$ cat config.mk
export PLATFORM = sky130hd
export DESIGN_NAME = csfl_flags
export DESIGN_NICKNAME = d
export VERILOG_FILES = /design/src/design/csfl_pkg.sv /design/src/design/csfl_flags.sv
export SDC_FILE = /design/constraint.sdc
export NUM_CORES = 1
export LEC_CHECK = 0
export ABC_AREA = 1
export BUFFER_PORTS_ARGS = -buffer_cell sky130_fd_sc_hd__buf_2
export CAP_MARGIN = 20
export CELL_PAD_IN_SITES_DETAIL_PLACEMENT = 1
export CELL_PAD_IN_SITES_GLOBAL_PLACEMENT = 2
export CORE_MARGIN = 2
export CORE_UTILIZATION = 30
export DETAILED_ROUTE_END_ITERATION = 6
export PLACE_DENSITY_LB_ADDON = 0.1
export SETUP_SLACK_MARGIN = 0.1
export SLEW_MARGIN = 10
export SYNTH_ARGS = -nofsm -noshare
export SYNTH_HDL_FRONTEND = slang
export SYNTH_SLANG_ARGS = --single-unit
$ cat constraint.sdc
create_clock -name clk_sys -period 3.84 [get_ports clk_sys]
set_input_delay 0.576 -clock clk_sys [delete_from_list [all_inputs] [get_ports clk_sys]]
set_output_delay 0.576 -clock clk_sys [all_outputs]
set_load 0.01 [all_outputs]
$ cat src/design/csfl_pkg.sv
// package for the cpu status flag logic: flag layout, operation codes, register map
`default_nettype none
package csfl_pkg;
  // flag byte bit positions
  localparam int unsigned FLAG_SIGN   = 7;
  localparam int unsigned FLAG_ZERO   = 6;
  localparam int unsigned FLAG_UNU5   = 5;
  localparam int unsigned FLAG_HALF   = 4;
  localparam int unsigned FLAG_UNU3   = 3;
  localparam int unsigned FLAG_PV     = 2;
  localparam int unsigned FLAG_SUB    = 1;
  localparam int unsigned FLAG_CARRY  = 0;
  localparam int unsigned ACC_MSB     = 7;
  localparam int unsigned NIB_MSB     = 3;
  // flag reset value (left undefined by the cpu, we choose zero)
  localparam logic [7:0]  FLAGS_RST   = 8'h00;
  // register port map
  localparam logic [1:0]  ADDR_FLAGS     = 2'h0;
  localparam logic [1:0]  ADDR_FLAGS_ALT = 2'h1;
  localparam logic [1:0]  ADDR_CTRL      = 2'h2;
  localparam int unsigned CTRL_SWAP      = 0;
  // operation codes presented by the sequencer
  typedef enum logic [4:0] {
    CSFL_OP_NONE  = 5'h00,
    CSFL_OP_ADD   = 5'h01,
    CSFL_OP_ADC   = 5'h02,
    CSFL_OP_SUB   = 5'h03,
    CSFL_OP_SBC   = 5'h04,
    CSFL_OP_CMP   = 5'h05,
    CSFL_OP_AND   = 5'h06,
    CSFL_OP_OR    = 5'h07,
    CSFL_OP_XOR   = 5'h08,
    CSFL_OP_DECIMAL_ADJUST_ACC = 5'h09,
    CSFL_OP_RLC   = 5'h0a,
    CSFL_OP_RRC   = 5'h0b,
    CSFL_OP_RL    = 5'h0c,
    CSFL_OP_RR    = 5'h0d,
    CSFL_OP_SLA   = 5'h0e,
    CSFL_OP_SRA   = 5'h0f,
    CSFL_OP_SRL   = 5'h10,
    CSFL_OP_SET_CARRY = 5'h11,
    CSFL_OP_COMPLEMENT_CARRY = 5'h12,
    CSFL_OP_BIT   = 5'h13,
    CSFL_OP_BLKCP = 5'h14,
    CSFL_OP_BLKLD = 5'h15,
    CSFL_OP_LDAIR = 5'h16,
    CSFL_OP_INR   = 5'h17,
    CSFL_OP_BLKIO = 5'h18
  } csfl_op_t;
  // condition codes for jump, call and return tests
  typedef enum logic [2:0] {
    CSFL_CC_NZ = 3'h0, CSFL_CC_Z  = 3'h1, CSFL_CC_NC = 3'h2, CSFL_CC_C = 3'h3,
    CSFL_CC_PO = 3'h4, CSFL_CC_PE = 3'h5, CSFL_CC_P  = 3'h6, CSFL_CC_M = 3'h7
  } csfl_cc_t;
  // one flag-update request from the sequencer
  typedef struct packed {
    csfl_op_t    op;       // operation class
    logic [7:0]  opa;      // accumulator / operand a
    logic [7:0]  opb;      // operand b
    logic [2:0]  bit_sel;  // bit index for bit test
    logic [15:0] counter;  // byte counter pair, already decremented
    logic [7:0]  b_dec;    // b register, already decremented
    logic        ie_copy;  // interrupt_enable_copy state
  } csfl_req_t;
  // result handed back to the datapath
  typedef struct packed {
    logic [7:0] result;    // arithmetic / logical result byte
    logic [7:0] flags;     // updated flag byte
  } csfl_rsp_t;
endpackage
`default_nettype wire

$ cat src/design/csfl_flags.sv
// condition flag generation and main/alternate flag registers
//
// Contract
// RULE_01: flag byte S7 Z6 H4 PV2 N1 C0, both copies
// RULE_02: bits three and five carry no status
// RULE_03: branch tests use only C, PV, Z, S
// RULE_04: carry equals add carry or subtract borrow
// RULE_05: decimal adjust sets carry when correcting
// RULE_06: left rotates/shift load carry from bit 7
// RULE_07: right rotates/shifts load carry from bit 0
// RULE_08: and, or, xor clear carry
// RULE_09: set-carry and complement-carry operations exist
// RULE_10: add clears N, subtract sets N
// RULE_11: add overflow on like signs, changed sign
// RULE_12: subtract overflow only on unlike signs
// RULE_13: logic and rotate give even parity flag
// RULE_14: block ops: PV clear when counter zero
// RULE_15: load from vector/refresh copies interrupt enable
// RULE_16: port input sets parity, zero, sign
// RULE_17: half carry from bit 3 or borrow bit 4
// RULE_18: zero set when result byte is zero
// RULE_19: compare sets zero when operands equal
// RULE_20: bit test loads zero with inverted bit
// RULE_21: block io zero when decremented b zero
// RULE_22: sign copies result bit 7
// RULE_23: unaffected flags and unused bits keep value
//
// The register addresses and strobed register access were decided locally.
`timescale 1ns/1ns
`default_nettype none
module csfl_flags #(
  parameter int unsigned DATA_W = 8  // datapath width, only 8 is served
) (
  // clock and reset
  input  wire logic              clk_sys,
  input  wire logic              arst_n,
  input  wire logic              clk_en,
  // flag update request
  input  wire logic              req_valid,
  input  wire csfl_pkg::csfl_req_t req,
  output csfl_pkg::csfl_rsp_t    rsp,
  // condition test
  input  wire csfl_pkg::csfl_cc_t cc_sel,
  output logic                   cc_true,
  // register port
  input  wire logic [1:0]        reg_addr,
  input  wire logic [7:0]        reg_wdata,
  input  wire logic              reg_wr,
  input  wire logic              reg_rd,
  output logic [7:0]             reg_rdata
);
  // elaboration check: the flag logic is written for byte operands only
  if (DATA_W != 8) begin : g_width_check
    $error("csfl_flags serves only an 8-bit datapath");
  end

  logic [7:0] flags;      // main flag byte
  logic [7:0] flags_alt;  // alternate flag byte
  logic [7:0] next_flags; // updated main flag byte
  logic [7:0] next_res;   // computed result byte

  // operand decode
  wire csfl_pkg::csfl_op_t op = req.op;
  wire [7:0] a = req.opa;
  wire [7:0] b = req.opb;
  wire c_in = flags[csfl_pkg::FLAG_CARRY];
  wire use_c = (op == csfl_pkg::CSFL_OP_ADC) || (op == csfl_pkg::CSFL_OP_SBC);
  wire cin = use_c & c_in;
  wire is_sub = (op == csfl_pkg::CSFL_OP_SUB) || (op == csfl_pkg::CSFL_OP_SBC) ||
                (op == csfl_pkg::CSFL_OP_CMP);
  wire is_add = (op == csfl_pkg::CSFL_OP_ADD) || (op == csfl_pkg::CSFL_OP_ADC);

  // adder: 9-bit sums, half sums give bit-3 carry / bit-4 borrow
  wire [8:0] sum9 = {1'b0, a} + {1'b0, b} + {8'h00, cin};
  wire [8:0] dif9 = {1'b0, a} - {1'b0, b} - {8'h00, cin};
  wire [4:0] hsum = {1'b0, a[3:0]} + {1'b0, b[3:0]} + {4'h0, cin};
  wire [4:0] hdif = {1'b0, a[3:0]} - {1'b0, b[3:0]} - {4'h0, cin};
  // like signs with changed sign overflows an add
  wire ov_add = (a[7] == b[7]) && (sum9[7] != a[7]);
  // only unlike signs can overflow a subtract
  wire ov_sub = (a[7] != b[7]) && (dif9[7] != a[7]);

  // decimal adjust correction; the subtract flag picks the direction
  wire adj_lo = flags[csfl_pkg::FLAG_HALF] || (a[3:0] > 4'h9);
  wire adj_hi = c_in || (a > 8'h99);
  wire [7:0] adj_cor = {adj_hi ? 4'h6 : 4'h0, adj_lo ? 4'h6 : 4'h0};
  wire adj_subm = flags[csfl_pkg::FLAG_SUB];
  wire [7:0] adj_res = adj_subm ? (a - adj_cor) : (a + adj_cor);
  wire adj_h = adj_subm ? (adj_lo && (a[3:0] < 4'h6)) : (adj_lo && (a[3:0] > 4'h9));

  // parity helper: even count of ones gives 1
  function automatic logic even_par(input logic [7:0] v);
    even_par = ~^v;
  endfunction

  // result and flag selection
  always_comb begin
    next_res   = a;
    next_flags = flags;  // RULE_23
    case (op)
      csfl_pkg::CSFL_OP_ADD, csfl_pkg::CSFL_OP_ADC: begin
        next_res = sum9[7:0];
        next_flags[csfl_pkg::FLAG_CARRY] = sum9[8];  // RULE_04
        next_flags[csfl_pkg::FLAG_HALF]  = hsum[4];  // RULE_17
        next_flags[csfl_pkg::FLAG_PV]    = ov_add;   // RULE_11
        next_flags[csfl_pkg::FLAG_SUB]   = 1'b0;     // RULE_10
      end
      csfl_pkg::CSFL_OP_SUB, csfl_pkg::CSFL_OP_SBC, csfl_pkg::CSFL_OP_CMP: begin
        next_res = (op == csfl_pkg::CSFL_OP_CMP) ? a : dif9[7:0];
        next_flags[csfl_pkg::FLAG_CARRY] = dif9[8];  // RULE_04
        next_flags[csfl_pkg::FLAG_HALF]  = hdif[4];  // RULE_17
        next_flags[csfl_pkg::FLAG_PV]    = ov_sub;   // RULE_12
        next_flags[csfl_pkg::FLAG_SUB]   = 1'b1;     // RULE_10
      end
      csfl_pkg::CSFL_OP_AND, csfl_pkg::CSFL_OP_OR, csfl_pkg::CSFL_OP_XOR: begin
        next_res = (op == csfl_pkg::CSFL_OP_AND) ? (a & b) :
                   (op == csfl_pkg::CSFL_OP_OR)  ? (a | b) : (a ^ b);
        next_flags[csfl_pkg::FLAG_CARRY] = 1'b0;     // RULE_08
        next_flags[csfl_pkg::FLAG_HALF]  = (op == csfl_pkg::CSFL_OP_AND);
        next_flags[csfl_pkg::FLAG_SUB]   = 1'b0;
      end
      csfl_pkg::CSFL_OP_DECIMAL_ADJUST_ACC: begin
        next_res = adj_res;
        next_flags[csfl_pkg::FLAG_CARRY] = adj_hi;   // RULE_05
        next_flags[csfl_pkg::FLAG_HALF]  = adj_h;
      end
      csfl_pkg::CSFL_OP_RLC: begin
        next_res = {a[6:0], a[7]};
        next_flags[csfl_pkg::FLAG_CARRY] = a[csfl_pkg::ACC_MSB];  // RULE_06
      end
      csfl_pkg::CSFL_OP_SLA: begin
        next_res = {a[6:0], 1'b0};
        next_flags[csfl_pkg::FLAG_CARRY] = a[csfl_pkg::ACC_MSB];  // RULE_06
      end
      csfl_pkg::CSFL_OP_RL: begin
        next_res = {a[6:0], c_in};                   // RULE_06
        next_flags[csfl_pkg::FLAG_CARRY] = a[csfl_pkg::ACC_MSB];
      end
      csfl_pkg::CSFL_OP_RRC: begin
        next_res = {a[0], a[7:1]};
        next_flags[csfl_pkg::FLAG_CARRY] = a[0];     // RULE_07
      end
      csfl_pkg::CSFL_OP_RR: begin
        next_res = {c_in, a[7:1]};
        next_flags[csfl_pkg::FLAG_CARRY] = a[0];     // RULE_07
      end
      csfl_pkg::CSFL_OP_SRA: begin
        next_res = {a[7], a[7:1]};
        next_flags[csfl_pkg::FLAG_CARRY] = a[0];     // RULE_07
      end
      csfl_pkg::CSFL_OP_SRL: begin
        next_res = {1'b0, a[7:1]};
        next_flags[csfl_pkg::FLAG_CARRY] = a[0];     // RULE_07
      end
      csfl_pkg::CSFL_OP_SET_CARRY: begin
        next_flags[csfl_pkg::FLAG_CARRY] = 1'b1;     // RULE_09
        next_flags[csfl_pkg::FLAG_SUB]   = 1'b0;
        next_flags[csfl_pkg::FLAG_HALF]  = 1'b0;
      end
      csfl_pkg::CSFL_OP_COMPLEMENT_CARRY: begin
        next_flags[csfl_pkg::FLAG_CARRY] = ~c_in;    // RULE_09
        next_flags[csfl_pkg::FLAG_SUB]   = 1'b0;
      end
      csfl_pkg::CSFL_OP_BIT: begin
        next_flags[csfl_pkg::FLAG_ZERO]  = ~b[req.bit_sel];  // RULE_20
        next_flags[csfl_pkg::FLAG_HALF]  = 1'b1;
        next_flags[csfl_pkg::FLAG_SUB]   = 1'b0;
      end
      csfl_pkg::CSFL_OP_BLKCP: begin
        next_flags[csfl_pkg::FLAG_PV]    = (req.counter != 16'h0000);  // RULE_14
        next_flags[csfl_pkg::FLAG_ZERO]  = (a == b);                   // RULE_19
        next_flags[csfl_pkg::FLAG_SIGN]  = dif9[7];
        next_flags[csfl_pkg::FLAG_HALF]  = hdif[4];
        next_flags[csfl_pkg::FLAG_SUB]   = 1'b1;
      end
      csfl_pkg::CSFL_OP_BLKLD: begin
        next_flags[csfl_pkg::FLAG_PV]    = (req.counter != 16'h0000);  // RULE_14
        next_flags[csfl_pkg::FLAG_HALF]  = 1'b0;
        next_flags[csfl_pkg::FLAG_SUB]   = 1'b0;
      end
      csfl_pkg::CSFL_OP_LDAIR: begin
        next_res = b;
        next_flags[csfl_pkg::FLAG_PV]    = req.ie_copy;  // RULE_15
        next_flags[csfl_pkg::FLAG_ZERO]  = (b == 8'h00);
        next_flags[csfl_pkg::FLAG_SIGN]  = b[csfl_pkg::ACC_MSB];
        next_flags[csfl_pkg::FLAG_HALF]  = 1'b0;
        next_flags[csfl_pkg::FLAG_SUB]   = 1'b0;
      end
      csfl_pkg::CSFL_OP_INR: begin
        next_res = b;
        next_flags[csfl_pkg::FLAG_PV]    = even_par(b);            // RULE_16
        next_flags[csfl_pkg::FLAG_ZERO]  = (b == 8'h00);           // RULE_16
        next_flags[csfl_pkg::FLAG_SIGN]  = b[csfl_pkg::ACC_MSB];   // RULE_16
        next_flags[csfl_pkg::FLAG_HALF]  = 1'b0;
        next_flags[csfl_pkg::FLAG_SUB]   = 1'b0;
      end
      csfl_pkg::CSFL_OP_BLKIO: begin
        next_flags[csfl_pkg::FLAG_ZERO]  = (req.b_dec == 8'h00);   // RULE_21
        next_flags[csfl_pkg::FLAG_SUB]   = 1'b1;
      end
      default: begin
        next_res = a;                                // none: nothing changes
      end
    endcase
    // common sign/zero for byte-result ops, parity for all but add/subtract/compare
    if (is_add || is_sub || op == csfl_pkg::CSFL_OP_DECIMAL_ADJUST_ACC ||
        op == csfl_pkg::CSFL_OP_AND || op == csfl_pkg::CSFL_OP_OR ||
        op == csfl_pkg::CSFL_OP_XOR || op == csfl_pkg::CSFL_OP_RLC ||
        op == csfl_pkg::CSFL_OP_RRC || op == csfl_pkg::CSFL_OP_RL ||
        op == csfl_pkg::CSFL_OP_RR  || op == csfl_pkg::CSFL_OP_SLA ||
        op == csfl_pkg::CSFL_OP_SRA || op == csfl_pkg::CSFL_OP_SRL) begin
      // compare keeps a, so its zero means equality
      next_flags[csfl_pkg::FLAG_ZERO] = (op == csfl_pkg::CSFL_OP_CMP) ?
                                        (a == b) : (next_res == 8'h00);  // RULE_18 RULE_19
      next_flags[csfl_pkg::FLAG_SIGN] = (op == csfl_pkg::CSFL_OP_CMP) ?
                                        dif9[7] : next_res[csfl_pkg::ACC_MSB];  // RULE_22
      if (!is_add && !is_sub) begin
        next_flags[csfl_pkg::FLAG_PV] = even_par(next_res);  // RULE_13
      end
      if (op >= csfl_pkg::CSFL_OP_RLC) begin
        next_flags[csfl_pkg::FLAG_HALF] = 1'b0;
        next_flags[csfl_pkg::FLAG_SUB]  = 1'b0;
      end
    end
  end

  // register port decode; bits 3 and 5 simply store what is loaded
  wire wr_flags = reg_wr && (reg_addr == csfl_pkg::ADDR_FLAGS);
  wire wr_alt   = reg_wr && (reg_addr == csfl_pkg::ADDR_FLAGS_ALT);
  wire do_swap  = reg_wr && (reg_addr == csfl_pkg::ADDR_CTRL) &&
                  reg_wdata[csfl_pkg::CTRL_SWAP];
  wire do_upd   = req_valid && (op != csfl_pkg::CSFL_OP_NONE);

  // flag registers; an operation update wins over a software write
  always_ff @(posedge clk_sys or negedge arst_n) begin
    if (!arst_n) begin
      flags     <= csfl_pkg::FLAGS_RST;
      flags_alt <= csfl_pkg::FLAGS_RST;
    end else if (clk_en) begin
      if (do_upd) begin
        flags <= next_flags;  // RULE_01 RULE_02
      end else if (do_swap) begin
        flags     <= flags_alt;
        flags_alt <= flags;
      end else if (wr_flags) begin
        flags <= reg_wdata;   // RULE_23
      end else if (wr_alt) begin
        flags_alt <= reg_wdata;
      end
    end
  end

  // result register and read data, both flopped
  always_ff @(posedge clk_sys or negedge arst_n) begin
    if (!arst_n) begin
      rsp       <= '0;
      reg_rdata <= 8'h00;
    end else if (clk_en) begin
      if (do_upd) begin
        rsp <= '{result: next_res, flags: next_flags};
      end
      reg_rdata <= !reg_rd ? 8'h00 :
                   (reg_addr == csfl_pkg::ADDR_FLAGS)     ? flags :
                   (reg_addr == csfl_pkg::ADDR_FLAGS_ALT) ? flags_alt : 8'h00;
    end
  end

  // branch condition: only four flags are testable
  always_comb begin
    case (cc_sel)
      csfl_pkg::CSFL_CC_NZ: cc_true = ~flags[csfl_pkg::FLAG_ZERO];   // RULE_03
      csfl_pkg::CSFL_CC_Z:  cc_true =  flags[csfl_pkg::FLAG_ZERO];
      csfl_pkg::CSFL_CC_NC: cc_true = ~flags[csfl_pkg::FLAG_CARRY];
      csfl_pkg::CSFL_CC_C:  cc_true =  flags[csfl_pkg::FLAG_CARRY];
      csfl_pkg::CSFL_CC_PO: cc_true = ~flags[csfl_pkg::FLAG_PV];
      csfl_pkg::CSFL_CC_PE: cc_true =  flags[csfl_pkg::FLAG_PV];
      csfl_pkg::CSFL_CC_P:  cc_true = ~flags[csfl_pkg::FLAG_SIGN];
      default:              cc_true =  flags[csfl_pkg::FLAG_SIGN];
    endcase
  end

  // checks; take marks a request seen by an enabled edge
  wire take = clk_en && req_valid;
endmodule
`default_nettype wire

After elaboration in Yosys (flattened, before gate mapping)
Cells that the tools add are included.

word-level totals
  flip-flop bits (word level) = 40
  bits in latches = 0
  RAM bits = 0
  memory bits (read-only) = 0
  bits of input ports = 68
  output and inout port bits = 25
  word-level logic and storage cells = 160
  memories kept = 0

cells by class
  $add $sub $neg = 10
  $mul = 0
  div/mod/pow operators = 0
  $lt $le $gt $ge = 5
  equality and inequality tests = 38
  shifts and indexed selects = 0
  muxes and demuxes = 34
  bitwise gates (word level) = 10
  reductions and logical operators = 57

operators with widths
  operator            number
  $mux 8              13
  $pmux 8 s12         1
  $eq 5x5->1 const B  9
  $eq 5x4->1 const B  8
  $logic_not 8->1     3
  $eq 5x3->1 const B  4
  $logic_or 1x1->1    18
  $reduce_bool 16->1  1
  $reduce_xnor 8->1   2
  $reduce_or 4->1     3
  $reduce_or 11->1    1
  $eq 5x2->1 const B  2
  $logic_and 1x1->1   10
  $add 8x8->9         1
  $add 9x1->9         1
  $eq 3x3->1 const B  3
  $reduce_or 3->1     3
  $sub 8x8->9         1
  $sub 9x1->9         1
  $add 8x7->8         1
  $and 8x8->8         1
  $eq 8x8->1          1
  $gt 8x8->1 const B  1
  $mux 1              8
  other kinds (41)    57

Longest topological paths before layout
  depth after elaboration = 17
  depth in mapped cells = 28
  depth with buffers taken out = 28

Worst setup path before layout
No wires, ideal clock.

  kind = input-to-reg
  start point = in req[48] (netlist bit)
  end point = reg flags[2]
  library setup time = 0.116 ns
  arrival = 3.779 ns
  required time = 3.724 ns
  setup slack = -0.056 ns
  stages = 26
  path buffers = 1
  cells stage by stage = buf_4 -> nor2_2 -> nand2_1 -> a21oi_1 -> inv_1 -> fa_1 -> fa_1 -> inv_1 -> nand2_1 -> nand2_1 -> a21boi_0 -> o21ai_0 -> nand3_1 -> nand3_1 -> nand3_1 -> nor2_1 -> nand3_2 -> inv_1 -> ha_1 -> xnor2_1 -> xnor2_1 -> o21ai_0 -> o21ai_1 -> nand2_1 -> nand2_1 -> nand2_1

between the ends
  word-level cells in the longest chain between the ends = 17
  elaborated cells between the ends (all ways) = 64
  those cells by class = add/sub: 2; eq/ne: 22; mux: 8; bitwise: 1; reduce/logical: 31

ends and longest elaborated chain
  element                                               RTL line           RTL
  start: declaration                                    csfl_flags.sv:40   input wire csfl_pkg::csfl_req_t req,
  branches (longest 17 deep; another with $sub 9x1->9)  --
  end signal: assignment                                csfl_flags.sv:241  flags <= next_flags;
  end signal: assignment                                csfl_flags.sv:243  flags <= flags_alt;
  end signal: assignment                                csfl_flags.sv:246  flags <= reg_wdata;
  end: declaration                                      csfl_flags.sv:57   logic [7:0] flags;

Parallel ways; which one is timed is not known.
A chain may end at the register's enable or synchronous reset.

Final worst setup path
  start point = in req[44] (netlist bit)
  end point = reg rsp[14] (netlist bit)

between the ends
  word-level cells in the longest chain between the ends = 6
  elaborated cells between the ends (all ways) = 33
  those cells by class = add/sub: 2; eq/ne: 18; mux: 4; bitwise: 1; reduce/logical: 8

ends and longest elaborated chain
  element                                   RTL line                             RTL
  $eq 5x2->1 or $eq 5x3->1 (tied branches)  csfl_flags.sv:67, csfl_flags.sv:100
  $logic_or 1x1->1                          csfl_flags.sv:67                     wire use_c = (op == csfl_pkg::CSFL_OP_ADC) || (op == csfl_pkg::CSFL_OP_SBC);
  $and 1x1->1                               csfl_flags.sv:68                     wire cin = use_c & c_in;
  $sub 9x1->9                               csfl_flags.sv:75                     wire [8:0] dif9 = {1'b0, a} - {1'b0, b} - {8'h00, cin};
  $mux 8                                    csfl_flags.sv:109                    next_res = (op == csfl_pkg::CSFL_OP_CMP) ? a : dif9[7:0];
  $pmux 8 s12                               csfl_flags.sv:100                    case (op)
  end signal: assignment                    csfl_flags.sv:260                    rsp <= '{result: next_res, flags: next_flags};
  end: declaration                          csfl_flags.sv:41                     output csfl_pkg::csfl_rsp_t rsp,

Parallel ways exist; a longest one is shown, timed or not.

==> reports/metrics.yaml <==
outcome:
  outcome: "finished clean"
yosys:
  syn-num-nets: 865
  yosysUniqueCellTypes: 45
  synthFlopType: "dfrtp_1"
  async_reset_ff_share_pct: 100
  synth_edf_count: 0
  syn_area_mm2: 0.00478
  yosys_warnings: 0
  ys_seq_area_share_pct: 20.9
  synth_seq_cells: 40
  synth.avg_cell_area_um2: 6.41
  netlist_instances: 746
routing:
  dr.first_iter.drc_count: 284
  wirelength_um: 21800
  vias: 6020
  post_drt_wl_per_cell_um: 18.4
  drc: 0
  postRouteAntennaNets: 0
  dr.pass1.iters: 5
  vias_per_cell: 5.08
layout:
  final_common_cell: "nand2_1"
  fillers: 2080
  syn_to_final_growth_pct: 44.7
  finalCoreUtilization_pct: 44.0
  final_cell_mix: "nand2_1, buf_4, buf_2"
  postLayoutCellArea_mm2: 0.00692
  final_cells: 1185
  diodes: 0
  drive_gt1_share_pct: 33.8
  multiInputGateArea_mm2: 0.00363
  regArea_mm2: 0.00100
  fin_nets: 1087
placement:
  hpwl_um: 17500
  gp_congestion: 0.919
  place_inst: 1134
  place_ws_ps: -447
  portBuffers: 92
  place_area_mm2: 0.00616
sta:
  setup-violations-final: 0
  max_freq_mhz: 270
  fin_crit_ps: 3710
  timing.final.crit_share_pct: 96.6
  max_slew_margin_pct: 37.0
  skew_ps: 3.57
  setup_tns_ps: 0
  rsz0062_at_grt: "true"
  hold_violations: 0
  drv_slew: 0
  setup_ws_ps: 132
  tightest_slew_ps: 945
clocking:
  clock_latency_ps: 290
  holdBufCountCts: 0
  cts_tree: "built"
  cts.clk_slew.worst_paths_ps: 60
  cts-root-buf: "clkbuf_16"
  htree_levels: 2
  clockBufferDepth: 2
  cts_buffers: 5
  cts_sinks: 40
setup_path:
  end_kind: "flop"
  crit_required_ps: 4020
  cp-start-kind: "input port"
  crit_fanout: 4
  arrival_ps: 3880
  setup.worst_path.start: "req[44]"
  worstSetupEndpoint: "rsp[14]"
  r2r_end: "rsp[14]"
  rr_startpoint: "flags[0]"
  reg2reg_depth: 23
  worstSetupPathType: "input port to flop"
  r2r_setup_slack_ps: 200
pwr:
  seq_power_share_pct: 24.4
  max-vdd-ir-drop_v: 0.000177
  power.internal_mw: 1.38
  p_leak_nw: 3.66
  power_frac_comb_pct: 54.8
  p_per_area_mw_per_mm2: 336
  clkPwrFrac_pct: 20.8
  switchingPower_mw: 0.940
  p_sw_share_pct: 40.5
floorplanning:
  coreArea_mm2: 0.0157
  start_util_pct: 30.4
  die_w_um: 130
  die-area_mm2: 0.0170
  die_h_um: 130
  pin_count: 93
  fp-row-count: 46
min_path:
  min_path_type: "input port to asynchronous set/reset pin"
job:
  cap_violations: 0
global_routing:
  antenna_found_initial: 0
  grt_max_degree: 41
  grtUsageTotal_pct: 25.9
  overflow: 0
  grt_pass1_vias: 6388
  grt_pass1_wl_um: 33800
==> sequential cells by signal, summed over array words and instances, names as in the netlist <==
register / count
flags_alt: 8
flags: 8
rsp: 16
reg_rdata: 8
==> what timing repair did <==
action / in CTS / in global routing
resized for setup: 33 / 40
pin swaps: 21 / 23
buffers inserted: 37 / 6
setup endpoints to repair: 4 / 8
==> worst min-delay path by stage <==
stage	to	slack (ps)	cells after the start
after floorplan	flags[0]	280	0
after global placement	rsp[13]	460	2
after detailed placement	rsp[13]	460	2
after CTS	rsp[12]	460	1
after global routing	rsp[12]	500	1
final	rsp[11]	430	1
==> layout make-up <==
type	count	share of cell area, %
flip-flops and latches	40	14.5
repair buffers	227	21.6
multi-input cells	600	52.4
clock buffers	5	1.81
well taps	216	3.91
inverters	94	5.17
clock inverters	3	0.615
==> cells in the mapped netlist (2+ instances only) <==
cell       number  area, um^2
clkbuf_1        6        22.5
nand2_1       199         747
nor2_4          2        22.5
nand3_2         7        70.1
ha_1           47         588
o21ai_1        15        75.1
o22ai_1        11        68.8
o2111ai_1       2        17.5
a22oi_1         5        37.5
a21boi_0        2        15.0
o21ai_0        48         240
dfrtp_1        40        1000
xnor2_1         8        70.1
o211ai_1       15         113
nor2_1         75         282
a31oi_1         8        50.1
nand2_2         8        50.1
buf_2           4        20.0
inv_1          81         304
buf_4           2        15.0
nor4_1          4        25.0
nor2_2          7        43.8
nand4_1        11        68.8
xor2_1          7        61.3
fa_1            4        80.1
nand3_1        51         255
a21o_1          2        15.0
a21oi_1        36         180
inv_2          12        45.0
nor3_1         12        60.1
==> metrics by stage <==
stage | power [mW] | hold WS [ps]
finish | 2.32 | 425
global route | 2.49 | 497
CTS | 2.23 | 463
detailed placement | 1.64 | 465
global placement | 1.60 | 459
floorplan | 1.14 | 280
==> cells by family after synthesis <==
logic type,share of synthesized area (%)
simple gates,35.4
compound gates,18.1
buf+inv,8.64
fa+ha+maj,14.0
flops,20.9
xor+xnor,2.75
mux,0.209
==> critical path, stage by stage <==
cell	delay, ps
buf_8	110
inv_4	50
nand2_4	50
nor2_4	110
nand2_2	80
a21oi_4	180
inv_2	50
fa_2	380
fa_2	360
inv_2	60
nand2_2	60
nand2_2	100
a21boi_4	70
o21ai_2	150
nand3_1	90
nand3_1	90
nand3_2	100
nor2_2	110
nand3_2	90
buf_4	150
buf_4	120
buf_4	120
buf_4	120
buf_4	120
buf_4	130
buf_4	130
nand2_1	60
nand2_1	60
==> per-layer routing <==
| layer | track usage [%] | wire, um |
|---|---|---|
| met1 | 34.6 | 10000 |
| met2 | 44.2 | 10600 |
| met3 | 4.39 | 926 |
| met4 | 4.68 | 316 |
| met5 | 0 | 0 |
==> power by group through the flow <==
stage / Sequential (mW) / Combinational (mW) / Clock [mW]
final: 0.568 / 1.27 / 0.482
after global routing: 0.578 / 1.39 / 0.515
after CTS: 0.568 / 1.17 / 0.493
after detailed placement: 0.574 / 1.06 / 0
after global placement: 0.573 / 1.03 / 0
after floorplan: 0.582 / 0.560 / 0
Power figures use the tool's default switching activity.
